===== config.mk =====
export PLATFORM = sky130hd
export DESIGN_NAME = hpi_port
export DESIGN_NICKNAME = d
export VERILOG_FILES = /design/src/hpi_pkg.sv /design/src/hpi_gate_seq.sv /design/src/hpi_pin_sync.sv /design/src/hpi_port.sv
export SDC_FILE = /design/constraint.sdc
export NUM_CORES = 1
export LEC_CHECK = 0
export BUFFER_PORTS_ARGS = -buffer_cell sky130_fd_sc_hd__buf_2
export CAP_MARGIN = 30
export CORE_MARGIN = 1.5
export CORE_UTILIZATION = 50
export DETAILED_ROUTE_END_ITERATION = 8
export GPL_TIMING_DRIVEN = 1
export PLACE_DENSITY = 0.73
export SYNTH_ARGS = -nofsm -noshare
export SYNTH_HDL_FRONTEND = slang
export SYNTH_SLANG_ARGS = --single-unit

===== constraint.sdc =====
create_clock -name clk -period 1.6 [get_ports clk]
set_input_delay 0.08 -clock clk [delete_from_list [all_inputs] [get_ports clk]]
set_output_delay 0.08 -clock clk [all_outputs]
set_load 0.01 [all_outputs]

===== src/hpi_pkg.sv =====
// shared constants of the host port interrupt block
// assumes a 50 MHz system clock and a synchronous active-low reset
package hpi_pkg;

  // ==========================================
  // slave register offsets (byte addresses)
  localparam logic [4:0] ADDR_CTRL = 5'h00;  // control bits
  localparam logic [4:0] ADDR_FLAGS = 5'h04;  // input-full flags
  localparam logic [4:0] ADDR_IN_A = 5'h08;  // first host input data
  localparam logic [4:0] ADDR_IN_B = 5'h0C;  // second host input data
  localparam logic [4:0] ADDR_PORT4 = 5'h10;  // port four output latch
  localparam logic [4:0] ADDR_EVT = 5'h14;  // sticky event status
  localparam logic [4:0] ADDR_MASK = 5'h18;  // event mask

  // ==========================================
  // control field positions
  localparam int unsigned CTRL_SLAVE_EN = 0;  // slave mode enable
  localparam int unsigned CTRL_FAST_GATE = 1;  // fast gate enable
  localparam int unsigned CTRL_IRQ_EN_A = 2;  // first input-full irq enable
  localparam int unsigned CTRL_IRQ_EN_B = 3;  // second input-full irq enable

  // ==========================================
  // port four latch positions of the host request lines
  localparam int unsigned LINE_B_BIT = 3;
  localparam int unsigned LINE_A_BIT = 4;
  localparam int unsigned LINE_C_BIT = 5;

  // ==========================================
  // event bit positions
  localparam int unsigned EVT_WR_A = 0;  // host wrote first input
  localparam int unsigned EVT_WR_B = 1;  // host wrote second input
  localparam int unsigned EVT_RD_A = 2;  // host read first output
  localparam int unsigned EVT_RD_B = 3;  // host read second output

  // ==========================================
  // reset values and command codes
  localparam logic [7:0] CTRL_RESET = 8'h00;
  localparam logic [7:0] PORT4_RESET = 8'h00;
  localparam logic [3:0] EVT_RESET = 4'h0;
  localparam logic GATE_RESET = 1'b1;
  localparam logic [7:0] CMD_GATE = 8'hD1;  // gate command
  localparam int unsigned GATE_DATA_BIT = 1;  // data bit that drives the gate

  // gate sequencer states
  typedef enum logic [1:0] {
    HPI_GS_IDLE = 2'b01,
    HPI_GS_ARMED = 2'b10
  } hpi_gate_state_t;

endpackage : hpi_pkg


===== src/hpi_gate_seq.sv =====
// fast address gate sequencer
// assumes one-cycle host write pulses from the synchronised pins
`timescale 1ns/1ns
`default_nettype none
module hpi_gate_seq (
  // clock and reset
  input wire logic clk,
  input wire logic nrst,
  // control
  input wire logic enable,
  // host writes into the first input register
  input wire logic wr_pulse,
  input wire logic is_cmd,
  input wire logic [7:0] data,
  // results
  output logic swallow,
  output logic gate_out
);

  // ==========================================
  // state and gate level
  hpi_pkg::hpi_gate_state_t state_q;
  logic gate_q;

  // the byte is consumed by hardware, not software
  assign swallow = enable & (is_cmd ? (data == hpi_pkg::CMD_GATE)
                                    : (state_q == hpi_pkg::HPI_GS_ARMED));
  assign gate_out = gate_q;

  // command tracking
  always_ff @(posedge clk)
  begin
    if (!nrst)
      state_q <= hpi_pkg::HPI_GS_IDLE;
    else if (!enable)
      state_q <= hpi_pkg::HPI_GS_IDLE;
    else if (wr_pulse)
    begin
      case (state_q)
        hpi_pkg::HPI_GS_IDLE:
          // gate command arms the sequence
          state_q <= (is_cmd && data == hpi_pkg::CMD_GATE) ? hpi_pkg::HPI_GS_ARMED
                                                           : hpi_pkg::HPI_GS_IDLE;
        hpi_pkg::HPI_GS_ARMED:
          // repeated gate command retriggers, anything else ends it
          state_q <= (is_cmd && data == hpi_pkg::CMD_GATE) ? hpi_pkg::HPI_GS_ARMED
                                                           : hpi_pkg::HPI_GS_IDLE;
        default:
          state_q <= hpi_pkg::HPI_GS_IDLE;
      endcase
    end
  end

  // data byte after the command drives the gate from its bit 1
  always_ff @(posedge clk)
  begin
    if (!nrst)
      gate_q <= hpi_pkg::GATE_RESET;
    else if (enable && wr_pulse && !is_cmd && state_q == hpi_pkg::HPI_GS_ARMED)
      gate_q <= data[hpi_pkg::GATE_DATA_BIT];
  end

  // ==========================================
  // checks
  property p_gate_follows;
    @(posedge clk) disable iff (!nrst)
    (enable && wr_pulse && !is_cmd && state_q == hpi_pkg::HPI_GS_ARMED)
      |=> gate_q == $past(data[1]);
  endproperty
  a_gate_follows: assert property (p_gate_follows)
    else $error("gate did not follow data bit 1");

  property p_gate_hold;
    @(posedge clk) disable iff (!nrst)
    (state_q == hpi_pkg::HPI_GS_IDLE) |=> $stable(gate_q);
  endproperty
  a_gate_hold: assert property (p_gate_hold)
    else $error("gate moved without a preceding command");

  c_gate_seq: cover property (@(posedge clk) disable iff (!nrst) $fell(gate_q));

endmodule : hpi_gate_seq
`default_nettype wire


===== src/hpi_pin_sync.sv =====
// three-stage pin synchroniser with agreement filter
// assumes asynchronous pins and one system clock
`timescale 1ns/1ns
`default_nettype none
module hpi_pin_sync #(
  parameter int unsigned W = 12,
  parameter logic [W-1:0] INIT = '1
) (
  // clock and reset
  input wire logic clk,
  input wire logic nrst,
  // pins in, filtered levels out
  input wire logic [W-1:0] pin,
  output logic [W-1:0] level
);

  // ==========================================
  // synchroniser stages
  logic [W-1:0] s1_q;  // read only by s2_q
  logic [W-1:0] s2_q;
  logic [W-1:0] s3_q;
  logic [W-1:0] lvl_q;  // filtered level

  // shift stages
  always_ff @(posedge clk)
  begin
    if (!nrst)
    begin
      s1_q <= INIT;
      s2_q <= INIT;
      s3_q <= INIT;
    end
    else
    begin
      s1_q <= pin;
      s2_q <= s1_q;
      s3_q <= s2_q;
    end
  end

  // a bit changes once stage two and three agree
  always_ff @(posedge clk)
  begin
    if (!nrst)
      lvl_q <= INIT;
    else
      lvl_q <= (s2_q & ~(s2_q ^ s3_q)) | (lvl_q & (s2_q ^ s3_q));
  end

  assign level = lvl_q;

endmodule : hpi_pin_sync
`default_nettype wire


===== src/hpi_port.sv =====
// host port interrupt and request latch logic, slave side
// assumes host pins are asynchronous and the slave bus is on clk
`timescale 1ns/1ns
`default_nettype none
module hpi_port (
  // clock and reset
  input wire logic clk,
  input wire logic nrst,
  // host pins
  input wire logic host_select_a_n,
  input wire logic host_select_b_n,
  input wire logic host_addr_bit,
  input wire logic host_read_strobe_n,
  input wire logic host_write_strobe_n,
  input wire logic [7:0] host_data_in,
  // slave register port
  input wire logic [4:0] reg_addr,
  input wire logic [7:0] reg_wdata,
  input wire logic reg_wr,
  input wire logic reg_rd,
  output logic [7:0] reg_rdata,
  // interrupts to the slave cpu
  output logic input_full_irq_a,
  output logic input_full_irq_b,
  output logic irq,
  // lines to the host
  output logic host_irq_line_a,
  output logic host_irq_line_b,
  output logic host_irq_line_c,
  output logic addr_gate_out
);

  // ==========================================
  // pin synchronisation
  logic [12:0] pins_f;  // filtered pin levels
  logic rd_n_f;
  logic wr_n_f;
  logic sel_a_n_f;
  logic sel_b_n_f;
  logic addr_f;
  logic [7:0] data_f;
  logic rd_prev_q;  // previous read strobe level
  logic wr_prev_q;  // previous write strobe level

  hpi_pin_sync #(
    .W(13),
    .INIT(13'h001F)
  ) u_sync (
    .clk(clk),
    .nrst(nrst),
    .pin({host_data_in, host_addr_bit, host_write_strobe_n, host_read_strobe_n,
          host_select_b_n, host_select_a_n}),
    .level(pins_f)
  );

  assign sel_a_n_f = pins_f[0];
  assign sel_b_n_f = pins_f[1];
  assign rd_n_f = pins_f[2];
  assign wr_n_f = pins_f[3];
  assign addr_f = pins_f[4];
  assign data_f = pins_f[12:5];

  // strobe history for edge detection
  always_ff @(posedge clk)
  begin
    if (!nrst)
    begin
      rd_prev_q <= 1'b1;
      wr_prev_q <= 1'b1;
    end
    else
    begin
      rd_prev_q <= rd_n_f;
      wr_prev_q <= wr_n_f;
    end
  end

  // host access to one register pair, gated by slave mode
  function automatic logic host_hit(input logic edge_seen, input logic sel_n,
                                    input logic en);
    host_hit = edge_seen & ~sel_n & en;
  endfunction

  // ==========================================
  // control register
  logic [7:0] ctrl_q;  // slave writes steer the block
  logic slave_en;
  logic fast_en;
  logic en_a;
  logic en_b;

  assign slave_en = ctrl_q[hpi_pkg::CTRL_SLAVE_EN];
  assign fast_en = ctrl_q[hpi_pkg::CTRL_FAST_GATE] & slave_en;
  assign en_a = ctrl_q[hpi_pkg::CTRL_IRQ_EN_A];
  assign en_b = ctrl_q[hpi_pkg::CTRL_IRQ_EN_B];

  // slave strobes per register
  logic wr_ctrl;
  logic wr_port4;
  logic wr_evt;
  logic wr_mask;
  logic rd_in_a;
  logic rd_in_b;
  logic rd_port4;

  assign wr_ctrl = reg_wr & (reg_addr == hpi_pkg::ADDR_CTRL);
  assign wr_port4 = reg_wr & (reg_addr == hpi_pkg::ADDR_PORT4);
  assign wr_evt = reg_wr & (reg_addr == hpi_pkg::ADDR_EVT);
  assign wr_mask = reg_wr & (reg_addr == hpi_pkg::ADDR_MASK);
  assign rd_in_a = reg_rd & (reg_addr == hpi_pkg::ADDR_IN_A);
  assign rd_in_b = reg_rd & (reg_addr == hpi_pkg::ADDR_IN_B);
  assign rd_port4 = reg_rd & (reg_addr == hpi_pkg::ADDR_PORT4);

  // control storage
  always_ff @(posedge clk)
  begin
    if (!nrst)
      ctrl_q <= hpi_pkg::CTRL_RESET;
    else if (wr_ctrl)
      ctrl_q <= reg_wdata;
  end

  // ==========================================
  // host strobe decode
  logic rd_fall;  // read strobe went low
  logic wr_rise;  // write strobe went high
  logic host_wr_a;
  logic host_wr_b;
  logic host_rd_out_a;
  logic host_rd_out_b;
  logic swallow_a;  // byte taken by the gate sequencer

  assign rd_fall = rd_prev_q & ~rd_n_f;
  assign wr_rise = ~wr_prev_q & wr_n_f;
  assign host_wr_a = host_hit(wr_rise, sel_a_n_f, slave_en);
  assign host_wr_b = host_hit(wr_rise, sel_b_n_f, slave_en);
  // clear at the falling read edge, address bit low
  assign host_rd_out_a = host_hit(rd_fall, sel_a_n_f | addr_f, slave_en);
  assign host_rd_out_b = host_hit(rd_fall, sel_b_n_f | addr_f, slave_en);

  // ==========================================
  // host input data registers
  logic [7:0] host_input_reg_a_q;
  logic [7:0] host_input_reg_b_q;

  // capture data at the write's rising edge
  always_ff @(posedge clk)
  begin
    if (!nrst)
    begin
      host_input_reg_a_q <= 8'h00;
      host_input_reg_b_q <= 8'h00;
    end
    else
    begin
      if (host_wr_a)
        host_input_reg_a_q <= data_f;
      if (host_wr_b)
        host_input_reg_b_q <= data_f;
    end
  end

  // fast gate sequencer watches the first input register
  hpi_gate_seq u_gate (
    .clk(clk),
    .nrst(nrst),
    .enable(fast_en),
    .wr_pulse(host_wr_a),
    .is_cmd(addr_f),
    .data(data_f),
    .swallow(swallow_a),
    .gate_out(addr_gate_out)
  );

  // ==========================================
  // input-full flags
  logic full_a_q;
  logic full_b_q;

  // host write sets unless the gate sequencer swallows it, slave read clears, set wins
  always_ff @(posedge clk)
  begin
    if (!nrst)
    begin
      full_a_q <= 1'b0;
      full_b_q <= 1'b0;
    end
    else
    begin
      if (host_wr_a && !swallow_a)
        full_a_q <= 1'b1;
      else if (rd_in_a)
        full_a_q <= 1'b0;
      if (host_wr_b)
        full_b_q <= 1'b1;
      else if (rd_in_b)
        full_b_q <= 1'b0;
    end
  end

  // level requests to the slave cpu
  always_ff @(posedge clk)
  begin
    if (!nrst)
    begin
      input_full_irq_a <= 1'b0;
      input_full_irq_b <= 1'b0;
    end
    else
    begin
      input_full_irq_a <= full_a_q & en_a;
      input_full_irq_b <= full_b_q & en_b;
    end
  end

  // ==========================================
  // port four latch with host request bits
  logic [7:0] port_four_out_latch_q;
  logic [2:0] arm_q;  // bit read as zero, index 0..2 = bits 3..5
  logic [2:0] clr_host;  // host read clears per line

  assign clr_host = {host_rd_out_a, host_rd_out_a, host_rd_out_b};

  // arm on a zero read, disarm on any write
  always_ff @(posedge clk)
  begin
    if (!nrst)
      arm_q <= 3'h0;
    else if (wr_port4)
      arm_q <= 3'h0;
    else if (rd_port4)
      arm_q <= arm_q | ~port_four_out_latch_q[5:3];
  end

  // latch update: armed write of one sets over a host clear
  always_ff @(posedge clk)
  begin
    if (!nrst)
      port_four_out_latch_q <= hpi_pkg::PORT4_RESET;
    else
    begin
      port_four_out_latch_q[2:0] <= wr_port4 ? reg_wdata[2:0] : port_four_out_latch_q[2:0];
      port_four_out_latch_q[7:6] <= wr_port4 ? reg_wdata[7:6] : port_four_out_latch_q[7:6];
      for (int i = 0; i < 3; i++)
      begin
        if (wr_port4 && reg_wdata[3+i] && (arm_q[i] || !slave_en))
          port_four_out_latch_q[3+i] <= 1'b1;
        else if (wr_port4 && !reg_wdata[3+i])
          port_four_out_latch_q[3+i] <= 1'b0;
        else if (clr_host[i])
          port_four_out_latch_q[3+i] <= 1'b0;
      end
    end
  end

  // drive request lines only in slave mode
  always_ff @(posedge clk)
  begin
    if (!nrst)
    begin
      host_irq_line_a <= 1'b0;
      host_irq_line_b <= 1'b0;
      host_irq_line_c <= 1'b0;
    end
    else
    begin
      host_irq_line_a <= slave_en & port_four_out_latch_q[hpi_pkg::LINE_A_BIT];
      host_irq_line_b <= slave_en & port_four_out_latch_q[hpi_pkg::LINE_B_BIT];
      host_irq_line_c <= slave_en & port_four_out_latch_q[hpi_pkg::LINE_C_BIT];
    end
  end

  // ==========================================
  // sticky events and combined interrupt
  logic [3:0] evt_q;
  logic [3:0] mask_q;
  logic [3:0] evt_set;

  assign evt_set = {host_rd_out_b, host_rd_out_a, host_wr_b, host_wr_a};

  // set wins over write-one-to-clear
  always_ff @(posedge clk)
  begin
    if (!nrst)
      evt_q <= hpi_pkg::EVT_RESET;
    else
      evt_q <= evt_set | (evt_q & ~(wr_evt ? reg_wdata[3:0] : 4'h0));
  end

  // mask storage
  always_ff @(posedge clk)
  begin
    if (!nrst)
      mask_q <= hpi_pkg::EVT_RESET;
    else if (wr_mask)
      mask_q <= reg_wdata[3:0];
  end

  // level interrupt while any unmasked event stands
  always_ff @(posedge clk)
  begin
    if (!nrst)
      irq <= 1'b0;
    else
      irq <= |(evt_q & mask_q);
  end

  // ==========================================
  // read data, one cycle after the strobe
  always_ff @(posedge clk)
  begin
    if (!nrst)
      reg_rdata <= 8'h00;
    else if (reg_rd)
    begin
      case (reg_addr)
        hpi_pkg::ADDR_CTRL: reg_rdata <= ctrl_q;
        hpi_pkg::ADDR_FLAGS: reg_rdata <= {6'h00, full_b_q, full_a_q};
        hpi_pkg::ADDR_IN_A: reg_rdata <= host_input_reg_a_q;
        hpi_pkg::ADDR_IN_B: reg_rdata <= host_input_reg_b_q;
        hpi_pkg::ADDR_PORT4: reg_rdata <= port_four_out_latch_q;
        hpi_pkg::ADDR_EVT: reg_rdata <= {4'h0, evt_q};
        hpi_pkg::ADDR_MASK: reg_rdata <= {4'h0, mask_q};
        default: reg_rdata <= 8'h00;  // unmapped reads zero
      endcase
    end
    else
      reg_rdata <= 8'h00;
  end

  // ==========================================
  // checks
  property p_irq_a_on;
    @(posedge clk) disable iff (!nrst)
    (full_a_q && en_a) |=> input_full_irq_a;
  endproperty
  a_irq_a_on: assert property (p_irq_a_on)
    else $error("first request missing while full and enabled");

  property p_irq_a_cause;
    @(posedge clk) disable iff (!nrst)
    input_full_irq_a |-> $past(full_a_q) && $past(en_a);
  endproperty
  a_irq_a_cause: assert property (p_irq_a_cause)
    else $error("first request without cause");

  property p_irq_b_cause;
    @(posedge clk) disable iff (!nrst)
    input_full_irq_b |-> $past(full_b_q) && $past(en_b);
  endproperty
  a_irq_b_cause: assert property (p_irq_b_cause)
    else $error("second request without cause");

  property p_irq_level;
    @(posedge clk) disable iff (!nrst)
    (full_b_q && en_b) [*3] |-> ##0 input_full_irq_b ##1 (input_full_irq_b || !$past(full_b_q)
                                                           || !$past(en_b));
  endproperty
  a_irq_level: assert property (p_irq_level)
    else $error("second request dropped while cause stands");

  property p_full_set;
    @(posedge clk) disable iff (!nrst)
    (host_wr_b) |=> full_b_q;
  endproperty
  a_full_set: assert property (p_full_set)
    else $error("host write did not set full flag");

  property p_full_clr;
    @(posedge clk) disable iff (!nrst)
    (rd_in_a && !host_wr_a) |=> !full_a_q ##1 1'b1;
  endproperty
  a_full_clr: assert property (p_full_clr)
    else $error("slave read did not clear full flag");

  property p_host_clear;
    @(posedge clk) disable iff (!nrst)
    (host_rd_out_a && !wr_port4) |=> !port_four_out_latch_q[4] && !port_four_out_latch_q[5];
  endproperty
  a_host_clear: assert property (p_host_clear)
    else $error("host read did not clear latches");

  property p_set_armed;
    @(posedge clk) disable iff (!nrst)
    (slave_en && $rose(port_four_out_latch_q[3])) |-> $past(arm_q[0]);
  endproperty
  a_set_armed: assert property (p_set_armed)
    else $error("latch set without a preceding zero read");

  property p_lines_off;
    @(posedge clk) disable iff (!nrst)
    !slave_en |=> !host_irq_line_a && !host_irq_line_b && !host_irq_line_c;
  endproperty
  a_lines_off: assert property (p_lines_off)
    else $error("host line driven outside slave mode");

  c_irq_a: cover property (@(posedge clk) disable iff (!nrst) $rose(input_full_irq_a));
  c_line_c: cover property (@(posedge clk) disable iff (!nrst) $fell(host_irq_line_c));
  c_irq: cover property (@(posedge clk) disable iff (!nrst) $rose(irq));

endmodule : hpi_port
`default_nettype wire


# Yosys cells after proc, flatten, opt, wreduce, memory -nomap -nowiden
# Index checks and enable logic that the tools add are counted.
[classes]
eq_ne = 9
mux = 17
bitwise_logic = 44
n_reduce_logical = 34
[op_table]
columns = ["op", "count"]
rows = [
  ["8-bit one-hot mux with 7 select lines", 1],
  ["13-bit AND", 2],
  ["1-bit AND", 24],
  ["5-bit equality test (second input constant)", 3],
  ["1-bit logical AND", 14],
  ["1-bit two-way mux", 13],
  ["13-bit inverter", 1],
  ["13-bit OR", 1],
  ["13-bit bitwise XOR", 1],
  ["5-bit by 4-bit equality test with 1-bit output (second input constant)", 2],
  ["3-bit nonzero test", 3],
  ["4-bit AND", 2],
  ["8-bit equality test (second input constant)", 1],
  ["1-bit inverter", 7],
  ["1-bit zero test", 6],
  ["5-bit by 3-bit equality test with 1-bit output (second input constant)", 1],
  ["5-bit zero test", 1],
  ["2-bit two-way mux", 2],
  ["4-bit two-way mux", 1],
  ["4-bit inverter", 1],
  ["4-bit OR", 1],
  ["2-bit AND reduction", 2],
  ["2-bit nonzero test", 2],
  ["2-bit OR reduction", 2],
  ["other kinds (7)", 10],
]
[totals]
regBits = 116
inputBits = 30
out_inout_bits = 15
wordCells = 131

# Logic depth before layout (Yosys ltp)
# Gate-level depths: netlist of run 1.
[depth]
ltp_word = 7
depth_mapped = 6
mapped_depth_nobuf = 5

# Modules after synthesis
# From an unflattened synthesis of run 1, not the netlist that was laid out.
[unflattened]
hier_cells = 461
area_unflattened_um2 = 4424.2
[modules_own_cells]
columns = ["mod", "instances", "cells_per_inst", "area_per_inst_um2", "seq_area_each_um2"]
rows = [
  ["hpi_port", 1, 303, 2706.3, 1221.2],
  ["hpi_pin_sync", 1, 136, 1521.5, 1041.0],
  ["hpi_gate_seq", 1, 22, 196.4, 60.1],
]

# Worst setup path before layout of run 1
# Ideal clock, no wire load.
[synth_path]
path_kind = "reg2reg"
from = "register ctrl_q[0]"
to = "register u_gate.gate_q, in the netlist u_gate.gate_out"
setup_ns = 0.148
t_arrival_ns = 1.273
required_time_ns = 1.452
setup_slack_ns = 0.179
path_stages_with_launch = 6
path_buffers = 1
period_less_slack_ns = 1.421
cell_sequence = "dfxtp_1 -> nand2_1 -> or3_1 -> clkbuf_1 -> o21ai_0 -> o311ai_0"
[synth_via]
elab_chain_cells = 4
word_cells_on_any_way = 5
classes_between = "bitwise (2); reduce/logical (3)"
[synth_lines]
columns = ["item", "line_no", "rtl"]
rows = [
  ["start, declared", "hpi_port.sv:86", "logic [7:0] ctrl_q;"],
  ["start signal, assigned", "hpi_port.sv:118", "ctrl_q <= hpi_pkg::CTRL_RESET;"],
  ["start signal, assigned", "hpi_port.sv:120", "ctrl_q <= reg_wdata;"],
  ["1-bit AND, on equally long branches", "hpi_port.sv:93, hpi_port.sv:81", ""],
  ["1-bit logical AND (*) (3 in a row)", "hpi_gate_seq.sv:59", "else if (enable && wr_pulse && !is_cmd && state_q == hpi_pkg::HPI_GS_ARMED)"],
  ["end signal, assigned", "hpi_gate_seq.sv:58", "gate_q <= hpi_pkg::GATE_RESET;"],
  ["end signal, assigned", "hpi_gate_seq.sv:60", "gate_q <= data[hpi_pkg::GATE_DATA_BIT];"],
  ["end, declared", "hpi_gate_seq.sv:23", "logic gate_q;"],
]
# Every way passes the cells marked *; elsewhere a longest branch is shown, timed or not.
# A chain may end at the register's enable or synchronous reset.

# Worst setup path in the final report of run 1
[layout_path]
from = "input port reg_addr[3]"
to = "register mask_q[3]"
[layout_via]
elab_chain_cells = 2
[layout_lines]
columns = ["item", "line_no", "rtl"]
rows = [
  ["start, declared", "hpi_port.sv:17", "input wire logic [4:0] reg_addr,"],
  ["5-bit equality test", "hpi_port.sv:109", "assign wr_mask = reg_wr & (reg_addr == hpi_pkg::ADDR_MASK);"],
  ["1-bit AND", "hpi_port.sv:109", ""],
  ["end signal, assigned", "hpi_port.sv:294", "mask_q <= hpi_pkg::EVT_RESET;"],
  ["end signal, assigned", "hpi_port.sv:296", "mask_q <= reg_wdata[3:0];"],
  ["end, declared", "hpi_port.sv:276", "logic [3:0] mask_q;"],
]
# No other way between the ends.

==> out/results.ini, run 1 <==
[cells_and_area]
final_layout_size_suffix_gt1_share_pct = 19.52
fin_area_mm2 = 0.005534
diodes = 0
nNetsFinal = 557
stdcell_count = 643
postLayoutCoreUtil_pct = 66.68
area_delta_synth_final_pct = 27.98

[detailed_routing]
drc_errors = 0
routedWlPerCell_um = 15.01
drt_iter0_markers = 200
num_vias = 3488
wl_um = 9654
dr.pass1.iters = 5
ant_nets = 0
detail_route.vias_per_cell = 5.425

[global_routing]
antenna_found_initial = 0
grt_max_degree = 49
grt.total_usage_pct = 22.59
grt_overflow_total = 0
grt_pass1_vias = 3303
grt_first_pass_wirelength_um = 15510

[cts]
clk_path_buf_depth = 2
htree_levels = 4
root_buffer = clkbuf_8
cts.sinks = 116
path_clk_slew_ns = 0.06
clock_latency_ns = 0.51
cts_tree = built
numCtsBuffers = 17

[synth]
synthSimpleGateAreaFrac_pct = 23.18
synth.most_common_cell = dfxtp_1
ys_ff_latch = 116
synth_top_cell_by_area = dfxtp_1
synth_edf_count = 0
synth_top_family_by_area = simple AND/OR/NAND/NOR gates
synthTopCellsByCount = dfxtp_1 (116), nand2_1 (66), a21boi_0 (37), and2_1 (25), nand3_1 (21)
ys_async_sr_fraction_pct = 0
synth_compound_area_share_pct = 16.64
seq_area_frac_synth_pct = 53.70
ys.warnings.count = 0
synth_top_area_share_pct = 53.70
ys_types = 49
synth_xor_area_share_pct = 0
synth_area_leaders = dfxtp_1 (54%), a21boi_0 (6.4%), nand2_1 (5.7%), and2_1 (3.6%), nand2b_1 (2.7%)
syn-num-nets = 475
synth_mux_area_share_pct = 3.096
synth-main-ff-cell = dfxtp_1
synthAdderAreaFrac_pct = 0.2894
synth_cells = 444
syn-cell-area_mm2 = 0.004324
syn_avg_cell_area_um2 = 9.739

[critical_path]
critPathKind = input pin to register
start_kind = input pin
cp_max_fo = 10
worstPathRequired_ns = 2.05
crit_arrival_ns = 1.93
end_kind = register

[timing]
finClkSkew_ns = 0.01000
drv_slew = 0
setup_violations = 0
fmax_mhz = 673.2
fin_ws_ns = 0.1145
tns_ns = 0
holdWs_ns = 0.04791
grt_setup_unrepaired = false
hold_viol_final = 0
relSlewSlack_pct = 63.79
min_period_ns = 1.486
fin_crit_sh_pct = 92.85
worst_pin_slew_ns = 0.5391

[power]
peakVddDrop_uv = 935.4
p_leak_nw = 2.143
power_density_mw_per_mm2 = 1247
fin_total_pwr_mw = 6.901

[placement]
port_buffers = 44
hpwl_um = 6222
dp.cells = 586
dpl_cell_area_mm2 = 0.004688
dpl_worst_slack_ns = 0.09838
gp_congestion = 0.8940

[run]
cap_violations = 0

[floorplan]
die_h_um = 96.00
coreArea_mm2 = 0.008299
initial_core_util_pct = 52.10
io_pins = 45
die_width_um = 96.00
dieArea_mm2 = 0.009215
std_cell_rows = 33

[worst_hold_path]
hold_path.class = input pin to register

[outcome]
status = finished, final reports clean

==> placed cells by master, fill, tap and decap left out, types with 3 or more instances in the layout <==
| cell | Yosys | final |
|---|---|---|
| a21boi_0 | 37 | 37 |
| a21boi_1 | 7 | 7 |
| a21oi_1 | 16 | 16 |
| a22oi_1 | 8 | 8 |
| a2bb2oi_1 | 3 | 3 |
| a31oi_1 | 6 | 6 |
| and2_1 | 25 | 25 |
| and3_1 | 7 | 7 |
| buf_2 | 5 | 43 |
| buf_4 | 0 | 17 |
| bufinv_16 | 0 | 3 |
| clkbuf_1 | 15 | 3 |
| clkbuf_16 | 0 | 16 |
| clkbuf_8 | 0 | 3 |
| clkinv_2 | 0 | 3 |
| dfxtp_1 | 116 | 116 |
| dlygate4sd3_1 | 0 | 25 |
| inv_1 | 7 | 7 |
| mux2_2 | 6 | 6 |
| mux2i_1 | 4 | 4 |
| nand2_1 | 66 | 66 |
| nand2b_1 | 19 | 19 |
| nand3_1 | 21 | 21 |
| nor2_1 | 15 | 15 |
| nor2b_1 | 5 | 5 |
| o21ai_0 | 19 | 19 |
==> critical path: stages <==
cell           delay, ns
dlygate4sd3_1       0.55
buf_6               0.16
nor4b_2             0.20
buf_4               0.16
nand3_1             0.07
a21boi_0            0.16
dlygate4sd3_1       0.56
==> repair_timing <==
| action | in CTS | in global routing |
|---|---|---|
| hold buffers | 25 | 0 |
| setup buffers | 0 | 1 |
| endpoints found under the setup margin | 0 | 1 |
| endpoints found under the hold margin | 43 | 0 |
| gates resized for setup | 0 | 3 |
==> power by group <==
group / switching [mW] / leakage (nW) / internal, mW / total, mW
logic: 0.135 / 0.920 / 0.137 / 0.271
registers: 0.0189 / 0.942 / 2.94 / 2.96
clock network: 1.24 / 0.281 / 2.44 / 3.67
total: 1.39 / 2.14 / 5.51 / 6.90
==> worst paths after layout <==
path	from	endpoint	slack, ns	depth (start not counted)
worst max-delay path	reg_addr[3]	mask_q[3]$_SDFFE_PN0P_	0.11	7
worst min-delay path	reg_addr[1]	reg_rdata[2]$_SDFF_PN0_	0.05	4
worst max register to register	register	u_gate.state_q[0]$_SDFFE_PN1P_	0.19	4
worst min register to register	u_sync.s1_q[3]$_SDFF_PN1_	u_sync.s2_q[3]$_SDFF_PN1_	0.40	1
==> cell families after synthesis <==
logic type / Yosys count
multiplexers: 11
adder cells (fa/ha/maj): 1
AO/OA/AOI/OAI: 106
AND/OR/NAND/NOR: 180
buffers and inverters: 30
flip-flops: 116
==> area by class of cell <==
| cell class | count | area [um^2] |
|---|---|---|
| flip-flops and latches | 116 | 2322 |
| inverters | 7 | 26.28 |
| well taps | 105 | 131.4 |
| fillers | 676 | 2765 |
| clock inverters | 9 | 128.9 |
| clock buffers | 22 | 452.9 |
| repair buffers | 86 | 604.3 |
| multi-input cells | 298 | 1868 |
==> layer usage <==
| layer | up-vias | GRT usage [%] | share of wire [%] |
|---|---|---|---|
| met1 | 1654 | 25.82 | 44 |
| met5 | - | 0 | 0 |
| met2 | 110 | 38.32 | 49 |
| li1 | 1706 | - | - |
| met3 | 18 | 6.793 | 5.0 |
| met4 | 0 | 10.91 | 2.8 |
(Power assumes the default switching activity.)
==> run 2: changes to the inputs <==
Settings changed: PLACE_DENSITY 0.73 to default, PLACE_DENSITY_LB_ADDON from default to 0.15.
==> run 2 against run 1 <==
Sequential share of layout area hardly changed; register-to-register slack lost 0.02 ns; hold slack worse by 0.020 ns; count of clock-buffer cells in the layout decreased by 2; setup slack improved by 0.0052 ns; non-clock buffer count is 3 higher; first-iteration DRC count decreased by 16%; routed wire length shrank 3.4%; clock power shrank 1%; largest cell class unchanged; highest routed layer unchanged.
==> out/results.ini, run 2 (synthesis results as in run 1) <==
[outcome]
status = finished, final reports clean  ; unchanged

[power]
peakVddDrop_uv = 896.8  ; was 935.4 uV
p_leak_nw = 2.152  ; was 2.143 nW
power_density_mw_per_mm2 = 1235  ; was 1247 mW/mm^2

[timing]
drv_slew = 0  ; unchanged
fin_crit_sh_pct = 92.52  ; was 92.85%
hold_viol_final = 0  ; unchanged
fmax_mhz = 675.5  ; was 673.2 MHz
relSlewSlack_pct = 67.18  ; was 63.79%
worst_pin_slew_ns = 0.4923  ; was 0.5391 ns
grt_setup_unrepaired = false  ; unchanged
finClkSkew_ns = 0.007892  ; was 0.01000 ns
min_period_ns = 1.480  ; was 1.486 ns
setup_violations = 0  ; unchanged
fin_ws_ns = 0.1196  ; was 0.1145 ns
tns_ns = 0  ; unchanged

[critical_path]
worstPathRequired_ns = 2.05  ; about the same
end_kind = register  ; unchanged
critPathKind = input pin to register  ; unchanged
crit_arrival_ns = 1.93  ; about the same
start_kind = input pin  ; unchanged
cp_max_fo = 12  ; was 10

[cells_and_area]
area_delta_synth_final_pct = 28.12  ; was 27.98%
final_cell_mix = dfxtp_1 (116), nand2_1 (66), buf_2 (44), a21boi_0 (37), dlygate4sd3_1 (26)  ; was dfxtp_1 (116), nand2_1 (66), buf_2 (43), a21boi_0 (37)
final_layout_size_suffix_gt1_share_pct = 19.81  ; was 19.52%
final_common_cell = dfxtp_1  ; unchanged
fillers = 642  ; was 676
nNetsFinal = 560  ; was 557
postLayoutCoreUtil_pct = 66.76  ; was 66.68%
diodes = 0  ; unchanged

[floorplan]
dieArea_mm2 = 0.009215  ; unchanged
die_h_um = 96.00  ; unchanged
initial_core_util_pct = 52.10  ; unchanged
die_width_um = 96.00  ; unchanged
coreArea_mm2 = 0.008299  ; unchanged
std_cell_rows = 33  ; unchanged
io_pins = 45  ; unchanged

[run]
cap_violations = 0  ; unchanged

[cts]
cts_tree = built  ; unchanged
numCtsBuffers = 17  ; unchanged
clk_path_buf_depth = 2  ; unchanged
htree_levels = 4  ; unchanged
post-cts-setup-buffers = 0  ; unchanged
cts.sinks = 116  ; unchanged
path_clk_slew_ns = 0.06  ; about the same
root_buffer = clkbuf_8  ; unchanged
clock_latency_ns = 0.50  ; was 0.51 ns

[global_routing]
antenna_found_initial = 0  ; unchanged
grt_first_pass_wirelength_um = 15170  ; was 15,510 um
grt_pass1_vias = 3186  ; was 3,303
grt.total_usage_pct = 21.99  ; was 22.59%
grt_overflow_total = 0  ; unchanged
grt_max_degree = 34  ; was 49

[placement]
dpl_worst_slack_ns = 0.1443  ; was 0.09838 ns
gp_congestion = 0.9420  ; was 0.8940
port_buffers = 44  ; unchanged
hpwl_um = 6208  ; was 6222 um

[detailed_routing]
num_vias = 3451  ; was 3,488
drc_errors = 0  ; unchanged
ant_nets = 0  ; unchanged
detail_route.vias_per_cell = 5.350  ; was 5.425
routedWlPerCell_um = 14.45  ; was 15.01 um
wl_um = 9321  ; was 9654 um
dr.pass1.iters = 7  ; was 5
drt_iter0_markers = 169  ; was 200

[worst_hold_path]
hold_path.class = input pin to register  ; unchanged

## run 2: path summary, 6_finish.rpt
check	start	to	slack [ns]	cells past startpoint
setup / recovery	reg_addr[4]	ctrl_q[7]$_SDFFE_PN0P_	0.12	6
hold / removal	reg_addr[1]	port_four_out_latch_q[2]$_SDFFE_PN0N_	0.03	4
setup reg to reg	register	full_a_q$_SDFFE_PN0P_	0.17	4
hold reg to reg	u_sync.s1_q[4]$_SDFF_PN1_	u_sync.s2_q[4]$_SDFF_PN1_	0.40	1
## run 2: routing by layer
layer,wire length (um),vias up,track usage [%]
li1,-,1712,-
met1,4281,1594,27.23
met2,4283,119,35.62
met3,496,26,5.766
met4,259,0,10.17
met5,0,-,0
## run 2: what timing repair did
action	in CTS	in global routing
resized for setup	0	0
hold buffers	26	0
hold endpoints to repair	42	0
## run 2: worst max-delay path, stage by stage
cell           delay (ns)
buf_2                0.17
or4_4                0.60
nor2_4               0.27
nand3_1              0.13
a21boi_1             0.12
dlygate4sd3_1        0.55
## run 2: power by group
| part | switching (mW) | internal, mW | total (mW) | leakage (nW) |
|---|---|---|---|---|
| sequential | 0.0187 | 2.94 | 2.96 | 0.942 |
| combinational | 0.132 | 0.137 | 0.270 | 0.933 |
| clock | 1.24 | 2.38 | 3.62 | 0.276 |
## run 2: stage by stage
stage	power [mW]	hold slack, ns	instance area [um^2]	cells
6_report	6.845	0.02807	5540	645
3_5_place_dp	3.239	0.2625	4711	589
2_1_floorplan	3.147	0.1808	4324	444
4_1_cts	6.905	0.01131	5540	645
3_3_place_gp	3.232	0.2590	4711	589
5_1_grt	7.078	0.02856	5540	645
## run 2: cell type report
type	count	area [um^2]	share of cell area (%)
clock inverter	10	133.9	2.416
clock buffer	20	435.4	7.859
timing repair buffer	89	623.1	11.25
inverter	7	26.28	0.4743
sequential	116	2322	41.92
tap	105	131.4	2.371
multi-input combinational	298	1868	33.72
==> run 3: changes to the inputs <==
Settings changed: CTS_BUF_LIST from default to sky130_fd_sc_hd__clkbuf_4 sky130_fd_sc_hd__clkbuf_8 sky130_fd_sc_hd__clkbuf_16.
==> run 3 against run 2 <==
Sequential cell count stayed put; clock skew is 0.0011 ns higher; combinational power is essentially flat; sequential share of layout area down 0.057 points; register-to-register slack hardly changed; cell count unchanged; setup slack improved by 0.0031 ns; sequential power barely moved; cell area up 0.14%; critical path depth did not move; first-iteration DRC count did not move.
==> out/results.ini, run 3 (synthesis results as in run 1) <==
[cts]
clk_path_buf_depth = 2  ; unchanged
cts.sinks = 116  ; unchanged
hold_buffers = 26  ; unchanged
path_clk_slew_ns = 0.06  ; about the same
cts_tree = built  ; unchanged
clock_latency_ns = 0.50  ; about the same
cts_resized = 0  ; unchanged
numCtsBuffers = 17  ; unchanged
post-cts-setup-buffers = 0  ; unchanged
htree_levels = 4  ; unchanged
root_buffer = clkbuf_8  ; unchanged

[run]
cap_violations = 0  ; unchanged

[global_routing]
grt_overflow_total = 0  ; unchanged
grt_first_pass_wirelength_um = 15170  ; unchanged
grt.total_usage_pct = 21.99  ; unchanged
antenna_found_initial = 0  ; unchanged
grt_pass1_vias = 3186  ; unchanged
grt_max_degree = 34  ; unchanged

[detailed_routing]
detail_route.vias_per_cell = 5.336  ; was 5.350
dr.pass1.iters = 7  ; unchanged
routedWlPerCell_um = 14.39  ; was 14.45 um
ant_nets = 0  ; unchanged
num_vias = 3442  ; was 3,451
drt_iter0_markers = 169  ; unchanged
drc_errors = 0  ; unchanged
wl_um = 9284  ; was 9321 um

[cells_and_area]
final_layout_size_suffix_gt1_share_pct = 20.19  ; was 19.81%
fillers = 640  ; was 642
stdcell_count = 645  ; unchanged
postLayoutCoreUtil_pct = 66.85  ; was 66.76%
diodes = 0  ; unchanged
final_cell_mix = dfxtp_1 (116), nand2_1 (66), buf_2 (44), a21boi_0 (37), dlygate4sd3_1 (26)  ; unchanged
nNetsFinal = 560  ; unchanged
area_delta_synth_final_pct = 28.30  ; was 28.12%
final_common_cell = dfxtp_1  ; unchanged

[floorplan]
die_width_um = 96.00  ; unchanged
coreArea_mm2 = 0.008299  ; unchanged
dieArea_mm2 = 0.009215  ; unchanged
io_pins = 45  ; unchanged
std_cell_rows = 33  ; unchanged
die_h_um = 96.00  ; unchanged
initial_core_util_pct = 52.10  ; unchanged

[critical_path]
crit_arrival_ns = 1.92  ; was 1.93 ns
end_kind = register  ; unchanged
start_kind = input pin  ; unchanged
critPathKind = input pin to register  ; unchanged
worstPathRequired_ns = 2.05  ; about the same
cp_max_fo = 12  ; unchanged

[worst_hold_path]
hold_path.class = input pin to register  ; unchanged

[timing]
relSlewSlack_pct = 67.22  ; was 67.18%
hold_viol_final = 0  ; unchanged
min_period_ns = 1.477  ; was 1.480 ns
worst_pin_slew_ns = 0.4917  ; was 0.4923 ns
grt_setup_unrepaired = false  ; unchanged
fmax_mhz = 676.9  ; was 675.5 MHz
drv_slew = 0  ; unchanged
finClkSkew_ns = 0.009015  ; was 0.007892 ns
setup_violations = 0  ; unchanged
fin_crit_sh_pct = 92.33  ; was 92.52%
tns_ns = 0  ; unchanged

[power]
p_leak_nw = 2.158  ; was 2.152 nW
peakVddDrop_uv = 896.7  ; was 896.8 uV
power_density_mw_per_mm2 = 1239  ; was 1235 mW/mm^2

[placement]
dp.cells = 589  ; unchanged
gp_congestion = 0.9420  ; unchanged
hpwl_um = 6208  ; unchanged
port_buffers = 44  ; unchanged

[outcome]
status = finished, final reports clean  ; unchanged

[run 3: cell counts in the layout (fill, tap and decap cells not counted)]
No cell type changed its count.
[run 3: worst max-delay path, cell delays in order]
cell	delay, ns
buf_2	0.17
or4_4	0.60
nor2_4	0.27
nand3_1	0.13
a21boi_1	0.12
dlygate4sd3_1	0.55
[run 3: worst paths after layout]
path	from	endpoint	slack, ns	depth (start not counted)
max	reg_addr[4]	ctrl_q[7]$_SDFFE_PN0P_	0.12	6
min	reg_addr[1]	port_four_out_latch_q[2]$_SDFFE_PN0N_	0.03	4
max reg2reg	register	full_a_q$_SDFFE_PN0P_	0.18	4
min reg2reg	u_sync.s1_q[4]$_SDFF_PN1_	u_sync.s2_q[4]$_SDFF_PN1_	0.40	1
[run 3: layout make-up]
cell class / instances / area (um^2) / area share, %
clock buffer: 20 / 442.9 / 7.984
inverter: 7 / 26.28 / 0.4736
clock inverter: 10 / 133.9 / 2.413
multi-input combinational: 298 / 1868 / 33.67
tap: 105 / 131.4 / 2.368
timing repair buffer: 89 / 623.1 / 11.23
sequential: 116 / 2322 / 41.86
[run 3: power by group]
group | leakage, nW | total (mW) | switching [mW] | internal (mW)
logic | 0.933 | 0.269 | 0.132 | 0.137
registers | 0.942 | 2.96 | 0.0187 | 2.94
clock network | 0.283 | 3.65 | 1.24 | 2.41
total | 2.16 | 6.88 | 1.39 | 5.49
[run 3: per-stage QoR]
step | instance area, um^2 | setup WS (ns) | total power [mW] | hold slack (ns)
after floorplan | 4324 | 0.1787 | 3.147 | 0.1808
after detailed placement | 4711 | 0.1443 | 3.239 | 0.2625
after global placement | 4711 | 0.1741 | 3.232 | 0.2590
after CTS | 5548 | 0.1518 | 6.939 | 0.01121
final | 5548 | 0.1228 | 6.876 | 0.03230
after global routing | 5548 | 0.04889 | 7.112 | 0.02847
[run 3: metal layers]
metal  up-vias  track usage (%)  routed length (um)
met5         -                0                   0
met1      1598            27.23                4294
met4         0            10.17                 253
met2       109            35.62                4311
li1       1712                -                   -
met3        23            5.766                 424
